### config.mk
export PLATFORM = sky130hd
export DESIGN_NAME = scl_strap_config_latch
export DESIGN_NICKNAME = d
export VERILOG_FILES = /design/src/verilog/scl_pkg.sv /design/src/verilog/scl_strap_config_latch.sv
export SDC_FILE = /design/constraint.sdc
export NUM_CORES = 1
export LEC_CHECK = 0
export ABC_AREA = 1
export BUFFER_PORTS_ARGS = -buffer_cell sky130_fd_sc_hd__buf_2
export CORE_MARGIN = 10
export CORE_UTILIZATION = 28
export DETAILED_ROUTE_END_ITERATION = 10
export REMOVE_ABC_BUFFERS = 1
export SYNTH_ARGS = -nofsm -noshare
export SYNTH_HDL_FRONTEND = slang
export SYNTH_SLANG_ARGS = --single-unit
### constraint.sdc
create_clock -name ref_clk_in -period 2.6 [get_ports ref_clk_in]
set_input_delay 0.26 -clock ref_clk_in [delete_from_list [all_inputs] [get_ports ref_clk_in]]
set_output_delay 0.26 -clock ref_clk_in [all_outputs]
set_load 0.01 [all_outputs]
### src/verilog/scl_pkg.sv
// shared constants for the strap configuration latch
package scl_pkg;
	// strap vector bit positions
	localparam int STRAP_W = 13;
	localparam int POS_START_FWD = 0;
	localparam int POS_INBAND = 1;
	localparam int POS_P3_MODE = 2;
	localparam int POS_P3_SPEED = 3;
	localparam int POS_XMII_LO = 4;
	localparam int POS_XMII_HI = 5;
	localparam int POS_SER_LO = 6;
	localparam int POS_SER_HI = 7;
	localparam int POS_WAKE = 8;
	localparam int POS_RX_ERR = 9;
	localparam int POS_TEST_A = 10;
	localparam int POS_TEST_B = 11;
	localparam int POS_SPARE = 12;
	// strap levels assumed before the first capture
	// start forward, in-band off, port-3 MAC side and 100Mbps; all else low
	localparam logic [12:0] STRAP_RESET = 13'h000f;
	localparam logic [1:0] XMII_MII = 2'h0;
	localparam logic [1:0] XMII_RMII = 2'h1;
	localparam logic [1:0] XMII_RSVD = 2'h2;
	localparam logic [1:0] XMII_RGMII = 2'h3;
	localparam logic [1:0] SER_MIIM = 2'h0;
	localparam logic [1:0] SER_I2C = 2'h1;
	localparam logic [1:0] SER_SPI = 2'h2;
	localparam logic [1:0] PHY_RSVD = 2'h0;
	localparam logic [1:0] PHY_ANEG_EEE = 2'h1;
	localparam logic [1:0] PHY_FORCE_MDIX = 2'h2;
	localparam logic [1:0] PHY_FORCE_MDI = 2'h3;
endpackage

### src/verilog/scl_strap_config_latch.sv
// strap sampling and decode of power-up configuration
`timescale 1ns/1ps
module scl_strap_config_latch
	import scl_pkg::*;
(
	input wire logic ref_clk_in,
	input wire logic reset_in,
	input wire logic reset_pin_n_in,
	input wire logic power_up_done_in,
	input wire logic soft_reset_done_in,
	input wire logic power_down_exit_in,
	input wire logic start_bit_in,
	input wire logic [11:0] strap_pins_in,
	output logic chip_reset_out,
	output logic forward_enable_out,
	output logic inband_management_out,
	output logic [1:0] xmii_mode_out,
	output logic xmii_reserved_out,
	output logic mii_mac_mode_out,
	output logic ref_clock_out_en_out,
	output logic ref_clock_in_sel_out,
	output logic inband_link_status_out,
	output logic speed_1000_out,
	output logic [1:0] serial_mode_out,
	output logic [1:0] phy_config_out,
	output logic phy_aneg_out,
	output logic phy_force_mdi_out,
	output logic phy_reserved_out,
	output logic factory_test_out,
	output logic capture_out
);
	typedef struct packed {
		logic [11:0] pins_meta;
		logic [11:0] pins_sync;
		logic [2:0] ev_meta;
		logic [2:0] ev_sync;
		logic [2:0] ev_prev;
		logic rst_meta;
		logic rst_sync;
		logic rst_prev;
		logic [12:0] straps;
		logic start_seen;
		logic capture;
		logic chip_reset;
		logic forward_enable;
		logic inband;
		logic [1:0] xmii;
		logic xmii_rsvd;
		logic mii_mac;
		logic refclk_out;
		logic refclk_in;
		logic inband_link_status;
		logic speed_1000;
		logic [1:0] ser;
		logic [1:0] phy;
		logic aneg;
		logic force_mdi;
		logic phy_rsvd;
		logic ftest;
	} scl_state_t;

	scl_state_t st;
	scl_state_t next_st;

	function automatic logic [1:0] scl_ser_decode(input logic [1:0] code);
		if (code[1]) begin
			scl_ser_decode = SER_SPI;
		end else begin
			scl_ser_decode = code;
		end
	endfunction

	always_comb begin
		logic [2:0] ev_rise;
		logic [12:0] s;
		logic fire;
		ev_rise = 3'h0;
		s = 13'h0000;
		fire = 1'b0;
		next_st = st;
		// two-flop synchronisers; the second stage is read, and events and reset pin add a third flop for edge detection
		next_st.pins_meta = strap_pins_in;
		next_st.pins_sync = st.pins_meta;
		next_st.ev_meta = {power_down_exit_in, soft_reset_done_in, power_up_done_in};
		next_st.ev_sync = st.ev_meta;
		next_st.ev_prev = st.ev_sync;
		next_st.rst_meta = reset_pin_n_in;
		next_st.rst_sync = st.rst_meta;
		next_st.rst_prev = st.rst_sync;
		ev_rise = st.ev_sync & ~st.ev_prev;
		next_st.chip_reset = ~st.rst_sync;
		fire = (|ev_rise) | (st.rst_sync & ~st.rst_prev);
		if (fire) begin
			next_st.straps = {1'b0, st.pins_sync};
			next_st.start_seen = 1'b0;
		end // otherwise straps hold
		next_st.capture = fire;
		// start bit latches so a short pulse still releases forwarding
		if (start_bit_in) begin
			next_st.start_seen = 1'b1;
		end
		s = next_st.straps;
		next_st.forward_enable = ~next_st.chip_reset &
			(s[POS_START_FWD] | next_st.start_seen);
		next_st.inband = ~s[POS_INBAND];
		next_st.xmii = {s[POS_XMII_HI], s[POS_XMII_LO]};
		next_st.xmii_rsvd = (next_st.xmii == XMII_RSVD);
		next_st.mii_mac = (next_st.xmii == XMII_MII) & s[POS_P3_MODE];
		next_st.refclk_out = (next_st.xmii == XMII_RMII) & ~s[POS_P3_MODE];
		next_st.refclk_in = (next_st.xmii == XMII_RMII) & s[POS_P3_MODE];
		next_st.inband_link_status = (next_st.xmii == XMII_RGMII) & s[POS_P3_MODE];
		next_st.speed_1000 = ~s[POS_P3_SPEED];
		next_st.ser = scl_ser_decode({s[POS_SER_HI], s[POS_SER_LO]});
		next_st.phy = {s[POS_RX_ERR], s[POS_WAKE]};
		next_st.aneg = (next_st.phy == PHY_ANEG_EEE);
		next_st.force_mdi = (next_st.phy == PHY_FORCE_MDI);
		next_st.phy_rsvd = (next_st.phy == PHY_RSVD);
		next_st.ftest = s[POS_TEST_A] | s[POS_TEST_B];
	end

	always_ff @(posedge ref_clk_in) begin
		if (reset_in) begin
			st <= '0;
			st.straps <= STRAP_RESET;
			st.rst_meta <= 1'b1;
			st.rst_sync <= 1'b1;
			st.rst_prev <= 1'b1;
			st.inband <= 1'b0;
			st.mii_mac <= 1'b1;
		end else begin
			st <= next_st;
		end
	end

	assign chip_reset_out = st.chip_reset;
	assign forward_enable_out = st.forward_enable;
	assign inband_management_out = st.inband;
	assign xmii_mode_out = st.xmii;
	assign xmii_reserved_out = st.xmii_rsvd;
	assign mii_mac_mode_out = st.mii_mac;
	assign ref_clock_out_en_out = st.refclk_out;
	assign ref_clock_in_sel_out = st.refclk_in;
	assign inband_link_status_out = st.inband_link_status;
	assign speed_1000_out = st.speed_1000;
	assign serial_mode_out = st.ser;
	assign phy_config_out = st.phy;
	assign phy_aneg_out = st.aneg;
	assign phy_force_mdi_out = st.force_mdi;
	assign phy_reserved_out = st.phy_rsvd;
	assign factory_test_out = st.ftest;
	assign capture_out = st.capture;

	property p_capture_loads;
		@(posedge ref_clk_in) disable iff (reset_in)
		capture_out |-> st.straps[11:0] == $past(st.pins_sync, 1);
	endproperty
	a_capture_loads: assert property (p_capture_loads) else $error("capture missed pins");

	property p_reset_edge_capture;
		@(posedge ref_clk_in) disable iff (reset_in)
		(st.rst_sync && !st.rst_prev) |=> capture_out;
	endproperty
	a_reset_edge_capture: assert property (p_reset_edge_capture) else $error("no recapture");

	property p_hold;
		@(posedge ref_clk_in) disable iff (reset_in)
		!capture_out |-> $stable(st.straps);
	endproperty
	a_hold: assert property (p_hold) else $error("straps changed without capture");

	property p_forward;
		@(posedge ref_clk_in) disable iff (reset_in)
		(forward_enable_out && !chip_reset_out) |-> (st.straps[POS_START_FWD] || st.start_seen);
	endproperty
	a_forward: assert property (p_forward) else $error("forwarding without enable");

	property p_inband;
		@(posedge ref_clk_in) disable iff (reset_in)
		##1 inband_management_out == !st.straps[POS_INBAND];
	endproperty
	a_inband: assert property (p_inband) else $error("inband decode wrong");

	property p_refclk;
		@(posedge ref_clk_in) disable iff (reset_in)
		!(ref_clock_out_en_out && ref_clock_in_sel_out);
	endproperty
	a_refclk: assert property (p_refclk) else $error("ref clock both ways");

	property p_speed;
		@(posedge ref_clk_in) disable iff (reset_in)
		##1 speed_1000_out == !st.straps[POS_P3_SPEED];
	endproperty
	a_speed: assert property (p_speed) else $error("speed decode wrong");

	property p_ser;
		@(posedge ref_clk_in) disable iff (reset_in)
		st.straps[POS_SER_HI] |-> serial_mode_out == SER_SPI;
	endproperty
	a_ser: assert property (p_ser) else $error("spi decode wrong");

	property p_phy;
		@(posedge ref_clk_in) disable iff (reset_in)
		phy_aneg_out |-> !phy_force_mdi_out && !phy_reserved_out;
	endproperty
	a_phy: assert property (p_phy) else $error("phy decode overlap");

	property p_chip_reset;
		@(posedge ref_clk_in) disable iff (reset_in)
		!st.rst_sync |=> chip_reset_out && !forward_enable_out;
	endproperty
	a_chip_reset: assert property (p_chip_reset) else $error("reset pin not obeyed");
endmodule

==> run summary <==
Final Setup Violations - 0
# H-tree levels - 3
Final Cell Area - 2570 um2
Internal power - 1720 uW
First-pass GRT wire length - 6080 um
Layout area overhead - 22.0%
Power Dens Cells - 849 nW/um2
Combinational power share - 7.8%
CTS Sinks - 64
Site Rows - 31
Seq cells post-synth - 64
Clk root buf - clkbuf_8
Tcrit/Tclk final - 47.6%
Grt ovf - 0
Register area share after synthesis - 60.7%
CTS tree - yes
CTS resizes - 0
Initial antenna violation count - 0
Vias - 1,366
Top cells by area, synth - dfxtp_1 61%, inv_1 9.6%, nor2_1 8.9%, nand2_1 5.7%, nand2_2 2.4%
DRT iter0 DRCs - 50
Status - finished, final reports clean
CP arrival - 1.46 ns
CTS Buf Count - 9
Endpoints failing hold - 0
Seq pwr share - 48.2%
Worst-margin pin slew - 0.413 ns
Min cycle time layout - 1.24 ns
Post-Route WL - 3440 um
Crit path max fanout - 17
Layout fillers - 802
Final ANT Viol Nets - 0
Total global-route track usage - 6.72%
DRC violations left - 0
Largest register by flop count - st
CTS Hold Bufs - 0
Setup TNS - 0 ns
Max-slew headroom - 72.5%
Clock power frac - 44.0%
Layout cells sized above 1 - 26.1%
RSZ-0062 raised after global routing - no
Synth warnings - 0
Hpwl dp - 2470 um
Static leakage - 0.00133 uW
Storage cell area - 1280 um2
Placed Area - 2340 um2
N_diodes - 0
Clk pin slew, worst setup/hold paths - 0.06 ns
Core footprint - 7290 um2
Mapped cell area - 2110 um2
Switching pwr - 463 uW
Largest net degree at the start of global routing - 44
Yosys cell types - 19
GPL Wtd Cong - 0.674
Max reg flops - 29
Synth area leader - dfxtp_1
Max Buffers Root-to-Sink - 2
Kind of critical path - flip-flop to flip-flop
Hold Path Class - input port to flip-flop
Pins Over Slew Limit - 0
Max_cap viols - 0
Worst Setup Start Kind - flip-flop
Cell count after synthesis - 245
Clk_skew - 0.00732 ns
Avg WL per Cell - 8.90 um
Top cell type's share of synthesized area - 60.7%
Port Buf Inserts - 38
Number of global-route vias before repair - 1,455
Worst setup EP type - flip-flop
Die area - 11,400 um2
Worst EP required - 2.82 ns
Io pins - 39
Multi-input logic area - 532 um2
Syn_area_per_cell - 8.61 um2
First-pass detailed-route iteration total - 4
Setup bufs post-CTS - 0
Worst-Skew Late Latency - 0.33 ns
Sw Ratio - 21.2%
Nets - 301
VDD IR-drop max - 0.217 mV
DIE HEIGHT - 107 um
Peak Freq - 808 MHz
Vias per cell - 3.54
Die width - 107 um
Starting density of the core - 28.9%
[cells in the mapped netlist, drive strengths merged]
cell type	count
nand3	5
dfxtp	64
a21oi	2
inv	55
o21ai	5
buf	9
nor2	53
nand2	44
or2	4
clkbuf	4
[area by class of cell]
cell class / count / share of cell area, %
clock buffer: 14 / 6.71
sequential: 64 / 49.8
timing repair buffer: 39 / 7.68
clock inverter: 2 / 2.33
tap: 99 / 4.81
multi-input combinational: 113 / 20.7
inverter: 55 / 8.02
[per-layer routing]
layer  vias up  track usage, %  wire length [um]
met5         -               0                 0
met4         0            4.35                96
met3        12            4.01               301
met2        32            10.8              1490
met1       563            6.40              1550
li1        759               -                 -
[through the flow]
stage | hold slack (ns) | instances | total power, uW | worst slack, ns | util, %
after floorplan | 0.326 | 232 | 1180 | 1.49 | -
after global placement | 0.392 | 370 | 1250 | 1.39 | 32.1
after detailed placement | 0.394 | 370 | 1250 | 1.37 | 32.1
after CTS | 0.0988 | 386 | 2220 | 1.35 | 35.3
after global routing | 0.120 | 386 | 2290 | 1.23 | 35.3
final | 0.116 | 386 | 2190 | 1.36 | 35.3
[power by group through the flow]
stage	registers [uW]	logic, uW	clock network (uW)
2_1_floorplan	1080	98.8	0
6_report	1050	171	961
3_3_place_gp	1070	174	0
4_1_cts	1050	177	992
3_5_place_dp	1080	176	0
5_1_grt	1060	202	1030
[critical path: stages, from the launching register on]
cell and delay, ns:
dfxtp_1 0.31, inv_1 0.04, nand2_2 0.07, nand2_4 0.07, nor2_8 0.26, nand2_1 0.10
nand2_2 0.10, inv_1 0.06, nand2_1 0.08, nor2_1 0.05
[layout by cell type, fill, tap and decap left out, drive strengths merged]
master / count
nor2: 53
or2: 4
o21ai: 5
buf: 39
clkbuf: 14
bufinv: 2
dfxtp: 64
nand2: 44
nand3: 5
a21oi: 2
inv: 55
[kinds of logic (layout without fill, tap and decap cells)]
logic type      count (synthesis)  after routing  synth area share [%]
buf+inv                        68            110                  14.1
flops                          64             64                  60.7
simple gates                  106            106                  23.0
compound gates                  7              7                  2.19
[path summary, 6_finish.rpt]
| check | start | end | slack [ns] | cells past startpoint |
|---|---|---|---|---|
| max | st[37] | xmii_reserved_out | 1.36 | 9 |
| min | reset_pin_n_in | next_st[35] | 0.12 | 2 |
| max reg2reg | st[37] | xmii_reserved_out | 1.36 | 9 |
| min reg2reg | next_st[40] | next_st[37] | 0.40 | 2 |
Power figures use the tool's default switching activity.
